$ cat src/csd_cfg.svh
/*
 * Offsets, field positions, reset values and nominal frequencies of the
 * system clock select and divide block.
 * Assumes it is included by bare name, once per compilation unit.
 */
`ifndef CSD_CFG_SVH
`define CSD_CFG_SVH

`define CSD_ADDR_CLK_PRIMARY 32'h40002000
`define CSD_ADDR_PERIPH_DIV 32'h40002004
`define CSD_ADDR_PERIPH_GATE 32'h4000202C
`define CSD_ADDR_CLK_TERTIARY 32'h4000203C
`define CSD_ADDR_XTAL_CTRL 32'h40002410
`define CSD_ADDR_SYS_DIVIDE 32'h40002444

`define CSD_RST_CLK_PRIMARY 16'h0001
`define CSD_RST_PERIPH_DIV 16'hFFFF
`define CSD_RST_PERIPH_GATE 16'h0DFF
`define CSD_RST_CLK_TERTIARY 16'h7F07
`define CSD_RST_XTAL_CTRL 16'h0000
`define CSD_RST_SYS_DIVIDE 16'h0063

`define CSD_CORE_DIV_LSB 0
`define CSD_CORE_DIV_MSB 2
`define CSD_SRC_SEL_LSB 3
`define CSD_SRC_SEL_MSB 4
`define CSD_CLOCK_OUT_SELECT_LSB 5
`define CSD_CLOCK_OUT_SELECT_MSB 7
`define CSD_SYS_DIV_LSB 0
`define CSD_SYS_DIV_MSB 1
`define CSD_GATE_DMA_BIT 8
`define CSD_GATE_ADC_BIT 9
`define CSD_GATE_COUNT 10

`define CSD_CLK_FREQ_HZ 100000000
`define CSD_HIGH_FREQ_INTERNAL_OSC_NOM_HZ 16000000
`define CSD_LOW_FREQ_INTERNAL_OSC_NOM_HZ 32000

`endif

$ cat src/csd_pkg.sv
/*
 * Types shared by the system clock select and divide block.
 * Assumes csd_cfg.svh is available on the include path.
 */
package csd_pkg;

    typedef logic [31:0] csd_addr_t;
    typedef logic [15:0] csd_data_t;
    typedef logic [2:0] csd_div_code_t;

    typedef enum logic [1:0] {
        CSD_SRC_HIGH_FREQ_INTERNAL_OSC = 2'h0,
        CSD_SRC_XTAL = 2'h1,
        CSD_SRC_LOW_FREQ_INTERNAL_OSC = 2'h2,
        CSD_SRC_EXT = 2'h3
    } csd_src_e;

    typedef enum logic [2:0] {
        CSD_OUT_BASE0 = 3'h0,
        CSD_OUT_BASE1 = 3'h1,
        CSD_OUT_PERIPH = 3'h2,
        CSD_OUT_RSV0 = 3'h3,
        CSD_OUT_RSV1 = 3'h4,
        CSD_OUT_HIGH_FREQ_INTERNAL_OSC = 3'h5,
        CSD_OUT_LOW_FREQ_INTERNAL_OSC = 3'h6,
        CSD_OUT_XTAL = 3'h7
    } csd_out_e;

endpackage : csd_pkg

$ cat src/csd_tick_div.sv
/*
 * Power-of-two divider of a one-cycle tick stream.
 * Assumes tick_in is a one-cycle enable on the same clock; the code
 * may change at any time and is taken up only at a period boundary.
 */
`timescale 1ns/1ns

module csd_tick_div (
    input wire logic clock,
    input wire logic reset_n,
    input wire logic tick_in,
    input wire csd_pkg::csd_div_code_t code,
    input wire csd_pkg::csd_div_code_t reset_code,
    output logic tick_out
);
    import csd_pkg::*;

    logic [6:0] count_q;
    csd_div_code_t active_q;
    logic wrap;

    function automatic logic [6:0] csd_mask(input csd_div_code_t c);
        csd_mask = 7'((8'h01 << c) - 8'h01);
    endfunction : csd_mask

    assign wrap = tick_in && (count_q == csd_mask(active_q));

    ////////////////////////////////////////////////////////////////////////
    // A new ratio is only adopted at wrap, so no period is ever cut short.
    always_ff @(posedge clock or negedge reset_n) begin
        if (!reset_n) begin
            count_q <= 7'h00;
        end else if (wrap) begin
            count_q <= 7'h00;
        end else if (tick_in) begin
            count_q <= 7'(count_q + 7'h01);
        end
    end

    // The reset code is a constant at the instance, caught after release.
    logic loaded_q;
    always_ff @(posedge clock or negedge reset_n) begin
        if (!reset_n) begin
            loaded_q <= 1'b0;
            active_q <= 3'h0;
        end else if (!loaded_q) begin
            loaded_q <= 1'b1;
            active_q <= reset_code;
        end else if (wrap) begin
            active_q <= code;
        end
    end

    always_ff @(posedge clock or negedge reset_n) begin
        if (!reset_n) begin
            tick_out <= 1'b0;
        end else begin
            tick_out <= wrap && loaded_q;
        end
    end

endmodule : csd_tick_div

$ cat src/csd_clock_ctrl.sv
/*
 * System clock select and divide block: source selection, base and core
 * divide, derived clock enables, test clock out and peripheral gating.
 * Assumes oscillator and pin inputs are asynchronous and far slower than
 * clock, and that software drives the memory-mapped register port.
 */
`timescale 1ns/1ns
`include "csd_cfg.svh"

module csd_clock_ctrl (
    input wire logic clock,
    input wire logic reset_n,
    input wire logic high_freq_internal_osc,
    input wire logic low_freq_internal_osc,
    input wire logic low_freq_crystal,
    input wire logic external_clock_input,
    input wire csd_pkg::csd_addr_t reg_addr,
    input wire logic reg_write,
    input wire csd_pkg::csd_data_t reg_wdata,
    input wire logic reg_read,
    output csd_pkg::csd_data_t reg_rdata,
    output logic core_clock_tick,
    output logic base_system_clock_tick,
    output logic memory_clock_tick,
    output logic analog_clock_tick,
    output logic periph_clock_tick,
    output logic [`CSD_GATE_COUNT-1:0] periph_clock_enable,
    output logic clock_out,
    output csd_pkg::csd_data_t periph_divide_out,
    output csd_pkg::csd_data_t clock_tertiary_out,
    output csd_pkg::csd_data_t crystal_ctrl_out
);
    import csd_pkg::*;

    csd_data_t clock_control_primary_q;
    csd_data_t peripheral_divide_control_q;
    csd_data_t peripheral_clock_gate_q;
    csd_data_t clock_control_tertiary_q;
    csd_data_t crystal_osc_control_q;
    csd_data_t system_divide_setting_q;

    ////////////////////////////////////////////////////////////////////////
    // Register port.
    function automatic logic csd_hit(input csd_addr_t a, input csd_addr_t b);
        csd_hit = (a == b);
    endfunction : csd_hit

    always_ff @(posedge clock or negedge reset_n) begin
        if (!reset_n) begin
            clock_control_primary_q <= `CSD_RST_CLK_PRIMARY;
            peripheral_divide_control_q <= `CSD_RST_PERIPH_DIV;
            peripheral_clock_gate_q <= `CSD_RST_PERIPH_GATE;
            clock_control_tertiary_q <= `CSD_RST_CLK_TERTIARY;
            crystal_osc_control_q <= `CSD_RST_XTAL_CTRL;
            system_divide_setting_q <= `CSD_RST_SYS_DIVIDE;
        end else if (reg_write) begin
            if (csd_hit(reg_addr, `CSD_ADDR_CLK_PRIMARY)) begin
                clock_control_primary_q <= reg_wdata;
            end
            if (csd_hit(reg_addr, `CSD_ADDR_PERIPH_DIV)) begin
                peripheral_divide_control_q <= reg_wdata;
            end
            if (csd_hit(reg_addr, `CSD_ADDR_PERIPH_GATE)) begin
                peripheral_clock_gate_q <= reg_wdata;
            end
            if (csd_hit(reg_addr, `CSD_ADDR_CLK_TERTIARY)) begin
                clock_control_tertiary_q <= reg_wdata;
            end
            if (csd_hit(reg_addr, `CSD_ADDR_XTAL_CTRL)) begin
                crystal_osc_control_q <= reg_wdata;
            end
            if (csd_hit(reg_addr, `CSD_ADDR_SYS_DIVIDE)) begin
                system_divide_setting_q <= reg_wdata;
            end
        end
    end

    // Read data is registered; an unmapped address reads as zero.
    always_ff @(posedge clock or negedge reset_n) begin
        if (!reset_n) begin
            reg_rdata <= 16'h0000;
        end else if (reg_read) begin
            if (csd_hit(reg_addr, `CSD_ADDR_CLK_PRIMARY)) begin
                reg_rdata <= clock_control_primary_q;
            end else if (csd_hit(reg_addr, `CSD_ADDR_PERIPH_DIV)) begin
                reg_rdata <= peripheral_divide_control_q;
            end else if (csd_hit(reg_addr, `CSD_ADDR_PERIPH_GATE)) begin
                reg_rdata <= peripheral_clock_gate_q;
            end else if (csd_hit(reg_addr, `CSD_ADDR_CLK_TERTIARY)) begin
                reg_rdata <= clock_control_tertiary_q;
            end else if (csd_hit(reg_addr, `CSD_ADDR_XTAL_CTRL)) begin
                reg_rdata <= crystal_osc_control_q;
            end else if (csd_hit(reg_addr, `CSD_ADDR_SYS_DIVIDE)) begin
                reg_rdata <= system_divide_setting_q;
            end else begin
                reg_rdata <= 16'h0000;
            end
        end
    end

    always_ff @(posedge clock or negedge reset_n) begin
        if (!reset_n) begin
            periph_divide_out <= `CSD_RST_PERIPH_DIV;
            clock_tertiary_out <= `CSD_RST_CLK_TERTIARY;
            crystal_ctrl_out <= `CSD_RST_XTAL_CTRL;
        end else begin
            periph_divide_out <= peripheral_divide_control_q;
            clock_tertiary_out <= clock_control_tertiary_q;
            crystal_ctrl_out <= crystal_osc_control_q;
        end
    end

    ////////////////////////////////////////////////////////////////////////
    // Oscillator inputs: two-stage synchronisers, then rising-edge ticks.
    // The sources must stay well below half of clock, or edges are lost.
    logic [3:0] osc_meta_q;
    logic [3:0] osc_sync_q;
    logic [3:0] osc_prev_q;
    logic [3:0] osc_tick;

    always_ff @(posedge clock or negedge reset_n) begin
        if (!reset_n) begin
            osc_meta_q <= 4'h0;
            osc_sync_q <= 4'h0;
        end else begin
            osc_meta_q <= {external_clock_input, low_freq_internal_osc,
                low_freq_crystal, high_freq_internal_osc};
            osc_sync_q <= osc_meta_q;
        end
    end

    // The edge history reads only the second stage; the first stage may
    // be metastable and is read by nothing but the second.
    always_ff @(posedge clock or negedge reset_n) begin
        if (!reset_n) begin
            osc_prev_q <= 4'h0;
        end else begin
            osc_prev_q <= osc_sync_q;
        end
    end

    assign osc_tick = osc_sync_q & ~osc_prev_q;

    ////////////////////////////////////////////////////////////////////////
    // Source selection. The shared pin need not already carry a clock
    // when the external source is picked; the switch waits for its first edge.
    csd_src_e src_req;
    csd_src_e src_active_q;
    logic src_tick;

    assign src_req = csd_src_e'(
        clock_control_primary_q[`CSD_SRC_SEL_MSB:`CSD_SRC_SEL_LSB]);

    // Switching waits for an edge of the new source, so old ticks stop at that
    // edge and the new period starts whole; a dead source is not taken.
    always_ff @(posedge clock or negedge reset_n) begin
        if (!reset_n) begin
            src_active_q <= CSD_SRC_HIGH_FREQ_INTERNAL_OSC;
        end else if (src_req != src_active_q && osc_tick[src_req]) begin
            src_active_q <= src_req;
        end
    end

    assign src_tick = osc_tick[src_active_q] && (src_active_q == src_req ||
                      !osc_tick[src_req]);

    ////////////////////////////////////////////////////////////////////////
    // Base and core dividers.
    logic base_tick;
    logic core_tick;
    csd_div_code_t sys_code;

    assign sys_code = {1'b0,
        system_divide_setting_q[`CSD_SYS_DIV_MSB:`CSD_SYS_DIV_LSB]};

    // Divider codes at reset are cut from the register reset values, so
    // the dividers and the registers cannot disagree after a reset.
    localparam csd_data_t SYS_RESET = `CSD_RST_SYS_DIVIDE;
    localparam csd_data_t PRIM_RESET = `CSD_RST_CLK_PRIMARY;
    localparam csd_div_code_t SYS_CODE_RESET =
        {1'b0, SYS_RESET[`CSD_SYS_DIV_MSB:`CSD_SYS_DIV_LSB]};
    localparam csd_div_code_t CORE_CODE_RESET =
        PRIM_RESET[`CSD_CORE_DIV_MSB:`CSD_CORE_DIV_LSB];

    csd_tick_div u_base_div (
        .clock(clock),
        .reset_n(reset_n),
        .tick_in(src_tick),
        .code(sys_code),
        .reset_code(SYS_CODE_RESET),
        .tick_out(base_tick)
    );

    csd_tick_div u_core_div (
        .clock(clock),
        .reset_n(reset_n),
        .tick_in(base_tick),
        .code(clock_control_primary_q[`CSD_CORE_DIV_MSB:`CSD_CORE_DIV_LSB]),
        .reset_code(CORE_CODE_RESET),
        .tick_out(core_tick)
    );

    ////////////////////////////////////////////////////////////////////////
    // Derived clock enables and peripheral gates. The peripheral clock is
    // the base clock; its own ratios are left to the peripherals, which
    // rely on software keeping them at or above the core rate.
    always_ff @(posedge clock or negedge reset_n) begin
        if (!reset_n) begin
            core_clock_tick <= 1'b0;
            base_system_clock_tick <= 1'b0;
            memory_clock_tick <= 1'b0;
            analog_clock_tick <= 1'b0;
            periph_clock_tick <= 1'b0;
        end else begin
            core_clock_tick <= core_tick;
            base_system_clock_tick <= base_tick;
            memory_clock_tick <= core_tick &&
                !peripheral_clock_gate_q[`CSD_GATE_DMA_BIT];
            analog_clock_tick <= base_tick &&
                !peripheral_clock_gate_q[`CSD_GATE_ADC_BIT];
            periph_clock_tick <= base_tick;
        end
    end

    always_ff @(posedge clock or negedge reset_n) begin
        if (!reset_n) begin
            periph_clock_enable <= '0;
        end else begin
            periph_clock_enable <= {`CSD_GATE_COUNT{base_tick}} &
                ~peripheral_clock_gate_q[`CSD_GATE_COUNT-1:0];
        end
    end

    ////////////////////////////////////////////////////////////////////////
    // Test clock out: toggles on each tick of the chosen clock, so its
    // frequency is half the tick rate. Meant for test only.
    csd_out_e out_sel;
    csd_out_e out_sel_q;
    logic [1:0] out_quiet_q;
    logic out_pick;
    logic out_tick;

    assign out_sel = csd_out_e'(
        clock_control_primary_q[`CSD_CLOCK_OUT_SELECT_MSB:`CSD_CLOCK_OUT_SELECT_LSB]);

    // A new selection waits out four quiet cycles, so a tick of the old
    // clock and one of the new clock never toggle the output back to back.
    // A tick that falls in the quiet cycles is lost, so one period runs long.
    always_ff @(posedge clock or negedge reset_n) begin
        if (!reset_n) begin
            out_sel_q <= CSD_OUT_BASE0;
        end else begin
            out_sel_q <= out_sel;
        end
    end

    always_ff @(posedge clock or negedge reset_n) begin
        if (!reset_n) begin
            out_quiet_q <= 2'h0;
        end else if (out_sel != out_sel_q) begin
            out_quiet_q <= 2'h3;
        end else if (out_quiet_q != 2'h0) begin
            out_quiet_q <= 2'(out_quiet_q - 2'h1);
        end
    end

    always_comb begin
        case (out_sel_q)
            CSD_OUT_BASE0: out_pick = base_tick;
            CSD_OUT_BASE1: out_pick = base_tick;
            CSD_OUT_PERIPH: out_pick = base_tick;
            CSD_OUT_HIGH_FREQ_INTERNAL_OSC: out_pick = osc_tick[CSD_SRC_HIGH_FREQ_INTERNAL_OSC];
            CSD_OUT_LOW_FREQ_INTERNAL_OSC: out_pick = osc_tick[CSD_SRC_LOW_FREQ_INTERNAL_OSC];
            CSD_OUT_XTAL: out_pick = osc_tick[CSD_SRC_XTAL];
            default: out_pick = 1'b0;
        endcase
    end

    assign out_tick = out_pick && out_quiet_q == 2'h0 &&
        out_sel == out_sel_q;

    always_ff @(posedge clock or negedge reset_n) begin
        if (!reset_n) begin
            clock_out <= 1'b0;
        end else if (out_tick) begin
            clock_out <= !clock_out;
        end
    end

endmodule : csd_clock_ctrl

$ cat config.mk
export PLATFORM = sky130hd
export DESIGN_NAME = csd_clock_ctrl
export DESIGN_NICKNAME = d
export VERILOG_FILES = /design/src/csd_pkg.sv /design/src/csd_tick_div.sv /design/src/csd_clock_ctrl.sv
export VERILOG_INCLUDE_DIRS = /design/src
export SDC_FILE = /design/constraint.sdc
export NUM_CORES = 1
export LEC_CHECK = 0
export BUFFER_PORTS_ARGS = -buffer_cell sky130_fd_sc_hd__buf_4
export CORE_MARGIN = 4
export CORE_UTILIZATION = 35
export CTS_CLUSTER_SIZE = 28
export DETAILED_ROUTE_END_ITERATION = 8
export GPL_TIMING_DRIVEN = 0
export SETUP_SLACK_MARGIN = 0.1
export SLEW_MARGIN = 5
export SYNTH_ARGS = -nofsm -noshare
export SYNTH_HDL_FRONTEND = slang
export SYNTH_SLANG_ARGS = --single-unit
$ cat constraint.sdc
create_clock -name clock -period 2.9 [get_ports clock]
set_input_delay 0.29 -clock clock [delete_from_list [all_inputs] [get_ports clock]]
set_output_delay 0.29 -clock clock [all_outputs]
set_load 0.005 [all_outputs]
==> impl_results.md <==
* Status: finished, final reports clean
* Synth async-reset ratio at 1.00
* Sequential area share after synthesis at 0.607
* Largest net degree at the start of global routing at 100
* Port Buffers at 135
* Worst hold path type: in -> reg
* Critical path peak fanout at 10
* Area contributors post-synth: dfrtp_1, dfstp_2, mux2_2, mux2_4, mux2_1
* # diodes at 0
* WS Path Type: in -> reg
* Levels on crit path at 6
* First-pass GRT wire length at 36.6 mm
* Post-DP HPWL at 15.7 mm
* Ratio of final minimum period to clock period at 0.798
* Main synth FF type: dfrtp_1
* Max rail drop VDD at about 0.00039 V
* Worst Path Required at 3.33 ns
* Max_cap viols at 0
* Clock Path Buffers at 3
* Largest area contributor in the netlist: dfrtp_1
* Final setup fails at 0
* Layout Nets at about 900
* Syn Area/Cell at roughly 13 µm²
* Slew margin rel. at 0.341
* Core ar. at 25300 µm²
* Sink Count at 215
* Most common cell after layout, fill and taps aside: dfrtp_1
* Fin. max-slew vios at 0
* Final min period at about 2.3 ns
* Commonest non-fill, non-tap cells in the layout: dfrtp_1, buf_4, dfstp_2
* Post-CTS Resized at 0
* Starting Density at 0.356
* Final hold vios at 0
* Yosys top cell area share at 0.409
* Die height at 168 µm
* Cells on worst reg2reg path at 7
* CTS root buffer: clkbuf_16
* CTS tree: yes
* Total Neg Setup Slack at 0 ns
* Final Cell Area at around 11000 µm²
* Full die area at 28400 µm²
* WP data arrival at 2.75 ns
* Slowest CP cell: nor3_2
* Initial DRC Count at 339
* Leak at 5.11 nW
* Worst path bufs/invs at 2
* # DRC at 0
* RSZ-0062 raised after global routing: no
* Crit end category: register
* Fill cells at around 2.3k
* Final WL at between 20 and 25 mm
* Syn nets at 739
* Die width at about 170 µm
* Vias in the first global route at around 6.4k
* P&R area growth vs syn at 24.9%
* # rows at 58
* Post-synthesis cell area at roughly 9000 µm²
* Overflow after GRT at 0
* Routed via count at 5993
* Post-DRT Antenna Nets at 0
* Min Hold Slack at 0.0505 ns
* Yosys reg bits at 215
* Mapped Cells at 680
* Count of cell types in the netlist at 68
* All-Layer GR Usage at 0.162
* Routability cong. at 0.798
* Ports at between 100 and 150
* Max Clk Rate at roughly 430 MHz
* Startpoint types: input pin
* Crit-path max cell delay at 0.75 ns
* PwrDens at approximately 560 nW/µm²
* CP cell instances: buf_4, nor4_2, nand4_1, nor3_2, buf_4, mux2_2
* Clock-pin slew on the worst setup and hold paths at 0.06 ns
* Pre-Repair DR Iteration Count at 5
* Total power at 6.35 mW
* Cell Area, Placed at 10500 µm²
* Share of cells above drive strength 1 at 0.407
* Synth Warn # at 0
* Post-CTS Hold Fix Bufs at 5
* CTS Buf Count at 23
* Initial antenna violation count at 0
* Hold path cells at 2
* Setup Buffers After CTS at 0
* Post-synth EDFFs at 0
* Vias/cell at 5.02
* WL/cell at 19.2 µm
* H-tree depth at 1
* Clock skew after layout at 0.00714 ns
* Most frequent CP cell: buf_4
* Worst skew pair latency at 0.51 ns
* Slew @ Worst Pin at 0.979 ns
* Delay-heaviest family, CP: simple AND/OR/NAND/NOR gates
-- worst reg2reg max path, cell delays in order, from the launching register on --
cell and delay (ns):
dfrtp_1 0.36, buf_2 0.17, or2_1 0.26, o41ai_1 0.24
a31oi_1 0.09, a2111oi_2 0.46, buf_2 0.32, mux2i_1 0.21
-- worst paths after layout --
path / slack [ns] / from / end
max in group asynchronous: 1.46 / reset_n / periph_divide_out[8]
max reg2reg: 0.71 / u_core_div.active_q[1] / u_core_div.active_q[1]
max: 0.59 / reg_addr[8] / peripheral_divide_control_q[12]
min: 0.05 / reg_wdata[12] / peripheral_clock_gate_q[12]
min reg2reg: 0.35 / osc_meta_q[1] / osc_sync_q[1]
min in group asynchronous: 0.26 / reset_n / periph_clock_tick
-- cell families after synthesis --
| kind of cell | Yosys count | share of synthesized area |
|---|---|---|
| buf+inv | 62 | 0.0371 |
| simple gates | 146 | 0.0984 |
| compound gates | 131 | 0.0947 |
| other cells | 1 | 0.000417 |
| flops | 215 | 0.607 |
| fa+ha+maj | 3 | 0.00417 |
| mux | 106 | 0.143 |
| xor+xnor | 16 | 0.0156 |
-- final cells by class --
cell class | count | area [µm²] | area share
Sequential cell | 215 | 5470 | 0.486
Multi-Input combinational cell | 403 | 3200 | 0.285
Timing Repair Buffer | 142 | 1130 | 0.100
Clock buffer | 34 | 657 | 0.0584
Tap cell | 330 | 413 | 0.0367
Buffer | 38 | 244 | 0.0217
Inverter | 24 | 90.1 | 0.00801
Clock inverter | 8 | 47.5 | 0.00423
-- cells in the mapped netlist, drive strengths merged (3+ instances only) --
cell,number
dfrtp,147
mux2,98
dfstp,68
a21oi,35
o21ai,34
nor2b,30
nand2,25
inv,24
buf,19
clkbuf,19
a22oi,16
nor2,15
nand4,13
nor4,13
o22a,11
nor3,10
xor2,9
nand2b,7
xnor2,7
mux2i,6
a22o,5
a31oi,5
nand3,5
or2,4
or4,4
and2,3
and4,3
ha,3
nand3b,3
o211ai,3
o22ai,3
or3,3
-- routing by layer --
metal  GRT usage  up-vias  routed length, µm
li1            -     2773                  -
met1       0.235     3034              10800
met2       0.254      157              10500
met3      0.0319       29               1270
met4      0.0311        0                408
met5           0        -                  0
-- per-stage QoR --
step	worst slack [ns]	cells	util
after floorplan	0.875	680	-
after global placement	-0.0352	1145	0.413
after detailed placement	0.0781	1147	0.415
after CTS	0.600	1194	0.445
after global routing	0.425	1194	0.445
final	0.586	1194	0.445
-- power by group --
| group | switching [mW] | internal (mW) |
|---|---|---|
| Combinational | 0.255 | 0.181 |
| Sequential | 0.0897 | 3.07 |
| Clock | 1.18 | 1.57 |
No activity file was read; power rests on OpenSTA's default activity.
